### src/rtl/adccr_pkg.sv
package adccr_pkg;

  localparam int CLK_NS = 10;

  // Conversion modes
  typedef enum logic [1:0] {
    ADCCR_NORMAL,
    ADCCR_IMPULSE,
    ADCCR_WARP
  } adccr_mode_t;

  // Interface modes
  typedef enum logic [1:0] {
    ADCCR_PAR,
    ADCCR_MSTR_DURING,
    ADCCR_MSTR_AFTER,
    ADCCR_SLAVE
  } adccr_if_t;

  typedef struct packed {
    adccr_mode_t mode;
    adccr_if_t   ifmode;
    logic [1:0]  divider;
  } adccr_cfg_t;

  typedef struct packed {
    logic d;
    logic oe_n;
  } adccr_pin_t;

  localparam int RES_BITS = 14;

  // Conversion times (ns), maximum, so rounded down
  localparam int CONV_WARP_NS    = 850;
  localparam int CONV_NORMAL_NS  = 1100;
  localparam int CONV_IMPULSE_NS = 1350;
  localparam int CONV_WARP_CYC    = CONV_WARP_NS / CLK_NS;
  localparam int CONV_NORMAL_CYC  = CONV_NORMAL_NS / CLK_NS;
  localparam int CONV_IMPULSE_CYC = CONV_IMPULSE_NS / CLK_NS;

  // Least time from end of conversion to busy low, rounded up
  localparam int EOC_BUSY_NS  = 10;
  localparam int EOC_BUSY_CYC = (EOC_BUSY_NS + CLK_NS - 1) / CLK_NS;
  // Data valid before busy low, rounded up
  localparam int DATA_LEAD_NS  = 20;
  localparam int DATA_LEAD_CYC = (DATA_LEAD_NS + CLK_NS - 1) / CLK_NS;

  // Frame start, read during convert (typical)
  localparam int RDC_WARP_NS    = 50;
  localparam int RDC_NORMAL_NS  = 290;
  localparam int RDC_IMPULSE_NS = 530;
  // Frame start, read after convert (typical)
  localparam int RAC_WARP_NS    = 710;
  localparam int RAC_NORMAL_NS  = 950;
  localparam int RAC_IMPULSE_NS = 1190;

  // Frame end to busy low (typical)
  localparam int FRAME_BUSY_NS  = 25;
  localparam int FRAME_BUSY_CYC = (FRAME_BUSY_NS + CLK_NS - 1) / CLK_NS;

  // Serial clock least periods per divider code, rounded up
  localparam int SCLK_P0_NS = 30;
  localparam int SCLK_P1_NS = 60;
  localparam int SCLK_P2_NS = 120;
  localparam int SCLK_P3_NS = 240;
  localparam int SCLK_P0_CYC = (SCLK_P0_NS + CLK_NS - 1) / CLK_NS;
  localparam int SCLK_P1_CYC = (SCLK_P1_NS + CLK_NS - 1) / CLK_NS;
  localparam int SCLK_P2_CYC = (SCLK_P2_NS + CLK_NS - 1) / CLK_NS;
  localparam int SCLK_P3_CYC = (SCLK_P3_NS + CLK_NS - 1) / CLK_NS;

  // Longest busy rise delay and output release (max times, rounded down)
  localparam int BUSY_RISE_NS  = 35;
  localparam int BUSY_RISE_CYC = BUSY_RISE_NS / CLK_NS;
  localparam int RELEASE_NS    = 10;
  localparam int RELEASE_CYC   = RELEASE_NS / CLK_NS;
  // Slave data update window 2..18 ns: one cycle after sampled edge
  localparam int SLV_MAX_NS    = 18;
  localparam int SLV_CYC       = SLV_MAX_NS / CLK_NS;

  localparam logic [10:0] CNT_ONE  = 11'h001;
  localparam logic [10:0] CNT_ZERO = 11'h000;

endpackage : adccr_pkg

### src/rtl/adccr_core.sv
`timescale 1ns/1ns
`default_nettype none
module adccr_core (
  input  wire logic                 i_clk,
  input  wire logic                 i_rst_n,
  input  wire logic                 i_conversion_start_n,
  input  wire adccr_pkg::adccr_cfg_t i_cfg,
  input  wire logic                 i_cs_n,
  input  wire logic                 i_serial_data_clock,
  input  wire logic [13:0]          i_sample,
  output logic                      o_busy,
  output logic [13:0]               o_data,
  output adccr_pkg::adccr_pin_t     o_serial_data_output,
  output adccr_pkg::adccr_pin_t     o_frame,
  output adccr_pkg::adccr_pin_t     o_serial_clock_out
);

  typedef enum logic [2:0] {ST_IDLE, ST_CONV, ST_EOC, ST_SHIFT, ST_TAIL} adccr_st_t;

  adccr_st_t   st_q;
  logic [10:0] cnt_q;
  logic [10:0] conv_len, fr_start, sclk_half, cap_at;
  logic [13:0] res_q, shf_q;
  logic [4:0]  bit_q;
  logic [7:0]  div_q;
  logic        start_q, busy_q, frame_q, sclk_q, sdo_q, serial_data_clock_q;
  logic        start_fall, serial_data_clock_rise, div_tick, mstr, rac, frame_go;

  assign start_fall = start_q & ~i_conversion_start_n;
  assign serial_data_clock_rise = i_serial_data_clock & ~serial_data_clock_q;
  assign mstr       = (i_cfg.ifmode == adccr_pkg::ADCCR_MSTR_DURING) | rac;
  assign rac        = i_cfg.ifmode == adccr_pkg::ADCCR_MSTR_AFTER;

  assign conv_len = (i_cfg.mode == adccr_pkg::ADCCR_WARP) ? 11'(adccr_pkg::CONV_WARP_CYC) :
                    (i_cfg.mode == adccr_pkg::ADCCR_IMPULSE) ? 11'(adccr_pkg::CONV_IMPULSE_CYC)
                    : 11'(adccr_pkg::CONV_NORMAL_CYC);
  // Frame start offsets per mode
  assign fr_start = rac ?
    ((i_cfg.mode == adccr_pkg::ADCCR_WARP) ? 11'(adccr_pkg::RAC_WARP_NS / adccr_pkg::CLK_NS) :
     (i_cfg.mode == adccr_pkg::ADCCR_IMPULSE) ? 11'(adccr_pkg::RAC_IMPULSE_NS / adccr_pkg::CLK_NS)
     : 11'(adccr_pkg::RAC_NORMAL_NS / adccr_pkg::CLK_NS)) :
    ((i_cfg.mode == adccr_pkg::ADCCR_WARP) ? 11'(adccr_pkg::RDC_WARP_NS / adccr_pkg::CLK_NS) :
     (i_cfg.mode == adccr_pkg::ADCCR_IMPULSE) ? 11'(adccr_pkg::RDC_IMPULSE_NS / adccr_pkg::CLK_NS)
     : 11'(adccr_pkg::RDC_NORMAL_NS / adccr_pkg::CLK_NS));
  // Half period, rounded up so period never under the minimum
  assign sclk_half = (~rac || i_cfg.divider == 2'h0) ? 11'((adccr_pkg::SCLK_P0_CYC + 1) / 2) :
                     (i_cfg.divider == 2'h1) ? 11'(adccr_pkg::SCLK_P1_CYC / 2) :
                     (i_cfg.divider == 2'h2) ? 11'(adccr_pkg::SCLK_P2_CYC / 2)
                     : 11'(adccr_pkg::SCLK_P3_CYC / 2);
  assign div_tick = div_q == 8'(sclk_half - adccr_pkg::CNT_ONE);
  // Read-after frame opens before conversion end, so take the result first
  assign cap_at = rac ? fr_start - adccr_pkg::CNT_ONE
                      : conv_len - 11'(adccr_pkg::DATA_LEAD_CYC + 1);
  // Frame in read-during starts mid conversion; previous result is shifted
  assign frame_go = mstr && cnt_q == fr_start && !frame_q && st_q != ST_IDLE;

  // Start edge taken immediately; busy rises next edge, 10 ns < 35 ns
  always_ff @(posedge i_clk or negedge i_rst_n) begin
    if (!i_rst_n) begin
      st_q    <= ST_IDLE;
      cnt_q   <= adccr_pkg::CNT_ZERO;
      start_q <= 1'b1;
      busy_q  <= 1'b0;
      res_q   <= 14'h0000;
      o_data  <= 14'h0000;
    end else begin
      start_q <= i_conversion_start_n;
      cnt_q   <= (st_q == ST_IDLE) ? adccr_pkg::CNT_ZERO : cnt_q + adccr_pkg::CNT_ONE;
      unique case (st_q)
        ST_IDLE: if (start_fall) begin
          st_q   <= ST_CONV;
          busy_q <= 1'b1;
        end
        // Result captured DATA_LEAD_CYC before the busy fall, or one cycle before the frame opens in read-after mode
        ST_CONV: if (cnt_q == cap_at) begin
          res_q  <= i_sample;
          o_data <= i_sample;
          st_q   <= ST_EOC;
        end
        // Busy held past end of conversion
        ST_EOC: if (cnt_q == conv_len - adccr_pkg::CNT_ONE) begin
          st_q <= rac ? ST_SHIFT : ST_IDLE;
          busy_q <= rac;
        end
        ST_SHIFT: if (!frame_q && bit_q == 5'(adccr_pkg::RES_BITS)) begin
          st_q  <= ST_TAIL;
          cnt_q <= adccr_pkg::CNT_ZERO;
        end
        // Busy drops four cycles (40 ns) after frame end in read-after mode
        ST_TAIL: if (cnt_q == 11'(adccr_pkg::FRAME_BUSY_CYC - 1)) begin
          st_q   <= ST_IDLE;
          busy_q <= 1'b0;
        end
        default: st_q <= ST_IDLE;
      endcase
    end
  end

  // Master and slave serial shifter and clock divider
  always_ff @(posedge i_clk or negedge i_rst_n) begin
    if (!i_rst_n) begin
      frame_q <= 1'b0;
      sclk_q  <= 1'b0;
      div_q   <= 8'h00;
      bit_q   <= 5'h00;
      shf_q   <= 14'h0000;
      sdo_q   <= 1'b0;
      serial_data_clock_q <= 1'b0;
    end else begin
      serial_data_clock_q <= i_serial_data_clock;
      if (frame_go) begin
        frame_q <= 1'b1;
        // Clock parks high after a frame; restart low or the MSB is lost
        sclk_q  <= 1'b0;
        shf_q   <= {res_q[12:0], 1'b0};
        sdo_q   <= res_q[13];
        bit_q   <= 5'h00;
        div_q   <= 8'h00;
      end else if (frame_q) begin
        div_q <= div_tick ? 8'h00 : div_q + 8'h01;
        if (div_tick) begin
          sclk_q <= ~sclk_q;
          if (sclk_q) begin
            sdo_q <= shf_q[13];
            shf_q <= {shf_q[12:0], 1'b0};
          end else begin
            bit_q <= bit_q + 5'h01;
            if (bit_q == 5'(adccr_pkg::RES_BITS - 1)) frame_q <= 1'b0;
          end
        end
      end else if (!mstr && start_fall) begin
        shf_q <= {res_q[12:0], 1'b0};
        sdo_q <= res_q[13];
      end else if (!mstr && serial_data_clock_rise) begin
        // Slave: update one cycle after sampled edge, within 18 ns
        sdo_q <= shf_q[13];
        shf_q <= {shf_q[12:0], 1'b0};
      end
    end
  end

  assign o_busy = busy_q;
  // Release combinational on chip select, 0 ns < 10 ns
  assign o_serial_data_output = '{d: sdo_q, oe_n: i_cs_n};
  assign o_frame              = '{d: frame_q, oe_n: i_cs_n | ~mstr};
  assign o_serial_clock_out   = '{d: sclk_q, oe_n: i_cs_n | ~mstr};

  property p_busy_rise;
    @(posedge i_clk) disable iff (!i_rst_n)
      (st_q == ST_IDLE && start_fall) |=> o_busy;
  endproperty
  a_busy_rise: assert property (p_busy_rise) else $error("busy late");

  property p_busy_max;
    @(posedge i_clk) disable iff (!i_rst_n)
      ($rose(o_busy) && !rac && i_cfg.mode == adccr_pkg::ADCCR_WARP)
        |-> ##[1:85] !o_busy;
  endproperty
  a_busy_max: assert property (p_busy_max) else $error("busy too long");

  property p_data_lead;
    @(posedge i_clk) disable iff (!i_rst_n)
      $changed(o_data) |-> o_busy [*2];
  endproperty
  a_data_lead: assert property (p_data_lead) else $error("data late");

  property p_eoc_gap;
    @(posedge i_clk) disable iff (!i_rst_n)
      (st_q == ST_CONV ##1 st_q == ST_EOC) |-> o_busy;
  endproperty
  a_eoc_gap: assert property (p_eoc_gap) else $error("busy early");

  property p_rac_busy;
    @(posedge i_clk) disable iff (!i_rst_n)
      (rac && $fell(frame_q)) |-> o_busy ##1 o_busy ##[1:3] !o_busy;
  endproperty
  a_rac_busy: assert property (p_rac_busy) else $error("busy tail");

  property p_release;
    @(posedge i_clk) disable iff (!i_rst_n)
      i_cs_n |-> (o_serial_data_output.oe_n && o_frame.oe_n && o_serial_clock_out.oe_n);
  endproperty
  a_release: assert property (p_release) else $error("not released");

  property p_sclk_min;
    @(posedge i_clk) disable iff (!i_rst_n)
      $rose(sclk_q) |=> sclk_q;
  endproperty
  a_sclk_min: assert property (p_sclk_min) else $error("clock short");

  property p_frame_rdc;
    @(posedge i_clk) disable iff (!i_rst_n)
      (st_q == ST_IDLE && start_fall && i_cfg.ifmode == adccr_pkg::ADCCR_MSTR_DURING
       && i_cfg.mode == adccr_pkg::ADCCR_WARP) |-> ##7 frame_q;
  endproperty
  a_frame_rdc: assert property (p_frame_rdc) else $error("frame timing");

  property p_busy_nrm;
    @(posedge i_clk) disable iff (!i_rst_n)
      ($rose(o_busy) && !rac && i_cfg.mode == adccr_pkg::ADCCR_NORMAL)
        |-> ##[1:110] !o_busy;
  endproperty
  a_busy_nrm: assert property (p_busy_nrm) else $error("busy too long");

  property p_busy_imp;
    @(posedge i_clk) disable iff (!i_rst_n)
      ($rose(o_busy) && !rac && i_cfg.mode == adccr_pkg::ADCCR_IMPULSE)
        |-> ##[1:135] !o_busy;
  endproperty
  a_busy_imp: assert property (p_busy_imp) else $error("busy too long");

  property p_sclk_low;
    @(posedge i_clk) disable iff (!i_rst_n)
      (frame_q && $fell(sclk_q)) |=> !sclk_q;
  endproperty
  a_sclk_low: assert property (p_sclk_low) else $error("clock low short");

endmodule : adccr_core
`default_nettype wire

### config.mk
export PLATFORM = sky130hd
export DESIGN_NAME = adccr_core
export DESIGN_NICKNAME = d
export VERILOG_FILES = /design/src/rtl/adccr_pkg.sv /design/src/rtl/adccr_core.sv
export SDC_FILE = /design/constraint.sdc
export NUM_CORES = 1
export LEC_CHECK = 0
export BUFFER_PORTS_ARGS = -buffer_cell sky130_fd_sc_hd__buf_2
export CAP_MARGIN = 20
export CELL_PAD_IN_SITES_DETAIL_PLACEMENT = 1
export CELL_PAD_IN_SITES_GLOBAL_PLACEMENT = 2
export CORE_ASPECT_RATIO = 0.6
export CORE_MARGIN = 3
export CORE_UTILIZATION = 37
export DETAILED_ROUTE_END_ITERATION = 16
export GPL_TIMING_DRIVEN = 0
export PLACE_DENSITY = 0.81
export SETUP_SLACK_MARGIN = 0.1
export SLEW_MARGIN = 30
export SYNTH_ARGS = -nofsm -noshare
export SYNTH_HDL_FRONTEND = slang
export SYNTH_SLANG_ARGS = --single-unit
### constraint.sdc
create_clock -name i_clk -period 3.6 [get_ports i_clk]
set_input_delay 0.18 -clock i_clk [delete_from_list [all_inputs] [get_ports i_clk]]
set_output_delay 0.18 -clock i_clk [all_outputs]
set_load 0.01 [all_outputs]
# ---- Word level (Yosys, flattened, before mapping)
# Index checks and enable logic that the tools add are counted.
dict set report classes {
  n_reduce_logical 22
  n_div 0
  n_bitwise 9
  n_mux 52
  shift 0
  eq_ne 25
  addsub 7
  magnitude_cmp 0
  multipliers 0
}
# operator n
set ops {}
lappend ops {{14-bit 2-to-1 mux} 6}
lappend ops {{11-bit 2-to-1 mux} 4}
lappend ops {{8-bit 2-to-1 mux} 5}
lappend ops {{6-bit 2-to-1 mux} 4}
lappend ops {{11-bit == test} 2}
lappend ops {{5-bit 2-to-1 mux} 4}
lappend ops {{1-bit 2-to-1 mux} 17}
lappend ops {{3-bit 2-to-1 mux} 5}
lappend ops {{3-bit case mux with 5 select lines} 1}
lappend ops {{4-bit 2-to-1 mux} 3}
lappend ops {{11-bit by 1-bit adder with 11-bit output (second input constant)} 1}
lappend ops {{11-bit by 2-bit == test with 1-bit output (second input constant)} 1}
lappend ops {{11-bit by 7-bit == test with 1-bit output} 1}
lappend ops {{5-bit by 4-bit == test with 1-bit output (second input constant)} 2}
lappend ops {{2-bit inequality test (second input constant)} 5}
lappend ops {{8-bit by 1-bit subtractor with 9-bit output (second input constant)} 1}
lappend ops {{8-bit by 2-bit subtractor with 9-bit output (second input constant)} 1}
lappend ops {{8-bit by 1-bit adder with 8-bit output (second input constant)} 1}
lappend ops {{8-bit == test} 1}
lappend ops {{7-bit by 1-bit subtractor with 8-bit output (second input constant)} 1}
lappend ops {{7-bit 2-to-1 mux} 1}
lappend ops {{2-bit by 1-bit == test with 1-bit output (second input constant)} 3}
lappend ops {{2-bit == test (second input constant)} 3}
lappend ops {{3-bit by 2-bit == test with 1-bit output (second input constant)} 2}
lappend ops {{23 further kinds} 40}
dict set report totals {
  out_inout_bits 21
  word_cells 127
  mem_bits_rw 0
  rom_bits 0
  in_bits 25
  latchBits 0
  memories 0
  reg_bits 61
}

# ---- Depth between registers and ports, before layout
dict set report depth {
  depth_word 10
  mapped_depth 11
  ltp_nobuf 8
}

# ---- Least setup slack after synthesis
# No wires, ideal clock.
dict set report synth_timing {
  path_type {register -> register}
  start {register cnt_q[5]}
  end {register res_q[0]}
  stages_incl_launch_ff 10
  path_slack_ps 1146
  synth_period_minus_slack_ps 2454
  setup_time_ps 125
  required_time_ps 3475
  path_buffers 3
  arrival_ps 2329
  path_cell_list {dfrtp_1 -> clkbuf_1 -> xnor2_1 -> nand4b_1 -> a211o_1 -> nor4_1 -> and3b_1 -> clkbuf_1 -> buf_2 -> mux2_2}
}
dict set report synth_between {
  elab_chain_cells 2
}
# item line_no
set synth_rtl {}
lappend synth_rtl {{start, declared} adccr_core.sv:21} ;# logic [10:0] cnt_q;
lappend synth_rtl {{start signal, assigned} adccr_core.sv:61} ;# cnt_q <= adccr_pkg::CNT_ZERO;
lappend synth_rtl {{start signal, assigned} adccr_core.sv:68} ;# cnt_q <= (st_q == ST_IDLE) ? adccr_pkg::CNT_ZERO : cnt_q + adccr_pkg::CNT_ONE;
lappend synth_rtl {{start signal, assigned} adccr_core.sv:87} ;# cnt_q <= adccr_pkg::CNT_ZERO;
lappend synth_rtl {{11-bit == test} adccr_core.sv:75} ;# ST_CONV: if (cnt_q == cap_at) begin
lappend synth_rtl {{2-bit AND reduction (no line)} n/a}
lappend synth_rtl {{end signal, assigned} adccr_core.sv:76} ;# res_q <= i_sample;
lappend synth_rtl {{end, declared} adccr_core.sv:23} ;# logic [13:0] res_q, shf_q;
# Every way passes these cells.
# A chain may end at the register's enable or synchronous reset.

# ---- Worst setup path after layout
dict set report layout_timing {
  start {register cnt_q[5]}
  end {register res_q[1]}
}
# Same word-level chain as after synthesis.

==> flow_metrics.py <==
metrics = {
    "outcome": {
        "status": "complete, no violations",
    },
    "sta": {
        "timing.slew.headroom_pct": 49.3,
        "finalHoldViolations": 0,
        "tightest_slew_ns": 0.759,
        "finClkSkew_ns": 0.00415,
        "max_freq_mhz": 340,
        "rsz0062_at_grt": "no",
        "min_period_ns": 2.94,
        "setup_tns_ns": 0,
        "finalSetupViolCount": 0,
        "min_period_over_period_pct": 81.7,
        "slew_violations": 0,
    },
    "synthesis": {
        "synth_area_leaders": "dfrtp_1, mux2_2, ha_1, mux2_4, xnor2_1",
        "synth.avg_cell_area_um2": 10.7,
        "netlist_area_um2": 3370,
        "synth_cell_type_count": 50,
        "synth-async-reset-ratio_pct": 100,
        "yosysSeqAreaShare_pct": 44.5,
        "ys_warn_count": 0,
        "synth_edf_count": 0,
        "synth_top_family_by_area": "simple AND/OR/NAND/NOR gates",
        "synthAdderAreaFrac_pct": 4.45,
        "synth_top_area_share_pct": 43.8,
        "ys_ff_latch": 60,
        "synthesis.nets": 353,
        "synth_xor_xnor_area_share_pct": 5.42,
        "synth-compound-area-share_pct": 7.64,
        "synth_top_area_cell": "dfrtp_1",
        "synthMuxAreaShare_pct": 15.8,
        "syn_inst": 316,
        "synth_ff_type": "dfrtp_1",
        "synth-simple-area-share_pct": 17.2,
    },
    "finish": {
        "num_antenna_cells": 0,
        "register_area_um2": 1500,
        "final_area_um2": 4160,
        "area_growth_pct": 23.3,
        "multi_input_area_um2": 1700,
        "drive_gt1_share_pct": 32.0,
        "final_cell_count_no_fill": 493,
        "fill_cells": 979,
        "finalNetCount": 413,
        "post-route-util_pct": 47.9,
    },
    "routing": {
        "vias": 2543,
        "drc": 0,
        "vias_per_cell": 5.16,
        "post_drt_wl_per_cell_um": 16.0,
        "dr.pass1.iters": 4,
        "totalWireLength_um": 7900,
        "antenna_left": 0,
        "initialDrtViolationCount": 162,
    },
    "placement": {
        "placed_cells": 474,
        "portBuffers": 45,
        "routabilityCongestion": 0.782,
        "dp_hpwl_um": 5780,
        "post_dp_cell_area_um2": 3770,
    },
    "grt": {
        "antenna_found_initial": 0,
        "grtUsageMet3_pct": 4.81,
        "grt.total_usage_pct": 16.5,
        "use_met1_pct": 23.9,
        "busiest_layer": "met1",
        "grt_max_degree": 42,
        "grt.overflow.total": 0,
        "grt_pass1_wl_um": 13000,
        "use_met2_pct": 23.3,
        "grt_pass1_vias": 2471,
    },
    "hold_path": {
        "hold_path.class": "input pin to register",
    },
    "pwr": {
        "p_seq_share_pct": 36.2,
        "p_comb_share_pct": 27.9,
        "switching_share_pct": 30.9,
        "p_sw_mw": 0.891,
        "clkPwrFrac_pct": 35.9,
        "intPower_mw": 2.00,
        "ir_drop_mv": 0.236,
        "p_total_mw": 2.89,
        "powerDensity_nw_per_um2": 695,
        "p_leak_nw": 2.03,
    },
    "clock_network": {
        "cts_buffers": 9,
        "cts_tree": "done",
        "cts.clk_slew.worst_paths_ns": 0.05,
        "clkLatencyLatePin_ns": 0.33,
        "clkSinkCount": 60,
        "h-tree-depth": 3,
        "clockBufferDepth": 2,
        "cts_resized": 0,
        "cts-root-buf": "clkbuf_16",
    },
    "run": {
        "drv_cap": 0,
    },
    "die": {
        "ioPinCount": 46,
        "coreArea_um2": 8690,
        "initial_core_util_pct": 38.8,
        "rows": 26,
        "die-area_um2": 10300,
        "die_x_um": 129,
        "die_h_um": 80.0,
    },
    "worst_setup_path": {
        "critPathMaxFanout": 10,
        "critPathKind": "register to register",
        "start_kind": "register",
        "worstSetupEndpointType": "register",
        "required_ns": 3.81,
        "arrival_ns": 3.16,
    },
}
==> power by group through the flow <==
| stage | Sequential [mW] | Combinational, mW | Clock (mW) |
|---|---|---|---|
| 5_1_grt | 1.08 | 0.896 | 1.10 |
| 6_report | 1.04 | 0.807 | 1.04 |
| 3_3_place_gp | 1.04 | 0.778 | 0 |
| 2_1_floorplan | 1.03 | 0.548 | 0 |
| 4_1_cts | 1.05 | 0.818 | 1.06 |
| 3_5_place_dp | 1.06 | 0.806 | 0 |
==> cells by family after synthesis <==
kind of cell | count (synthesis)
AND/OR/NAND/NOR | 105
flip-flops | 60
multiplexers | 45
AO/OA/AOI/OAI | 40
buffers and inverters | 34
XOR/XNOR | 20
adder cells (fa/ha/maj) | 12
==> sequential cells by signal, indices dropped and copies added (netlist names) <==
register and cells:
sclk_q 1, res_q 14, st_q 3, cnt_q 11, shf_q 13, start_q 1, sdo_q 1, div_q 8
bit_q 5, frame_q 1, serial_data_clock_q 1, o_busy 1
==> area by class of cell <==
class | count | area share [%]
inverter | 12 | 1.08
multi-input combinational | 222 | 41.0
clock buffer | 11 | 6.08
buffer | 22 | 2.92
tap | 112 | 3.37
timing repair buffer | 49 | 6.86
clock inverter | 5 | 2.56
sequential | 60 | 36.1
==> critical path, cell delays in order, from the launching register on <==
cell      delay [ns]
dfrtp_1         0.32
clkbuf_1        0.33
xnor2_1         0.20
nand4b_1        0.12
a211o_1         0.33
nor4_1          0.30
and3b_1         0.21
clkbuf_1        0.31
buf_2           0.33
mux2_2          0.38
==> layer usage <==
metal / vias up / part of all wire, % / routed length (µm)
li1: 1231 / - / -
met1: 1244 / 52 / 4120
met2: 58 / 41 / 3270
met3: 10 / 5.1 / 404
met4: 0 / 1.4 / 112
met5: - / 0 / 0
==> path summary, 6_finish.rpt <==
| path | cells past startpoint | start | endpoint | slack (ns) |
|---|---|---|---|---|
| worst max-delay path | 9 | cnt_q[5] | res_q[1] | 0.66 |
| worst min register to register | 1 | bit_q[4] | bit_q[4] | 0.51 |
| worst min-delay path | 2 | i_sample[11] | res_q[11] | 0.08 |
| max in group asynchronous | 3 | i_rst_n | start_q | 2.77 |
| worst max register to register | 9 | cnt_q[5] | res_q[1] | 0.66 |
| min in group asynchronous | 2 | i_rst_n | res_q[13] | 0.27 |
==> cell usage in the layout, fill, tap and decap left out, drive strengths merged, types with 3 or more instances in the layout <==
cell,count
a21oi,10
a22o,4
a31oi,5
and2,3
and3,6
buf,59
bufinv,3
clkbuf,20
dfrtp,59
dlygate4sd3,3
ha,12
inv,13
mux2,40
mux2i,5
nand2,17
nand2b,7
nand3,10
nand4,6
nor2,21
nor2b,7
nor3,6
nor4,4
o21ai,10
or2,3
xnor2,12
xor2,8
==> cells in the mapped netlist (2+ instances only) <==
cell type,instances
a22o_1,4
clkbuf_1,9
o21a_1,2
nor4_1,4
buf_6,2
and3_1,6
mux2i_1,5
xnor2_1,12
nor3_1,6
nand3b_1,2
mux2_4,9
buf_4,5
buf_2,4
xor2_1,7
nand4_1,6
buf_1,2
a21oi_1,10
nand2_1,17
nor4bb_1,2
inv_1,12
mux2_2,31
nor3b_1,2
nand2b_1,7
and2_1,3
a31oi_1,5
ha_1,12
dfrtp_1,59
nor2b_1,7
or4_1,2
nor2_1,21
or2_2,3
o21ai_0,10
nand4b_1,2
nand3_1,10
==> metrics by stage <==
stage / hold WS, ns / setup slack, ns
2_1_floorplan: -0.116 / 1.15
3_3_place_gp: 0.297 / 0.592
3_5_place_dp: 0.0831 / 0.560
4_1_cts: 0.0678 / 0.621
5_1_grt: 0.0610 / 0.398
6_report: 0.0769 / 0.658
==> what timing repair did <==
action / in CTS / in global routing
hold buffers: 3 / 0
setup buffers: 0 / 0
hold endpoints to repair: 21 / 0
setup endpoints to repair: 0 / 0
(Power assumes the default switching activity.)
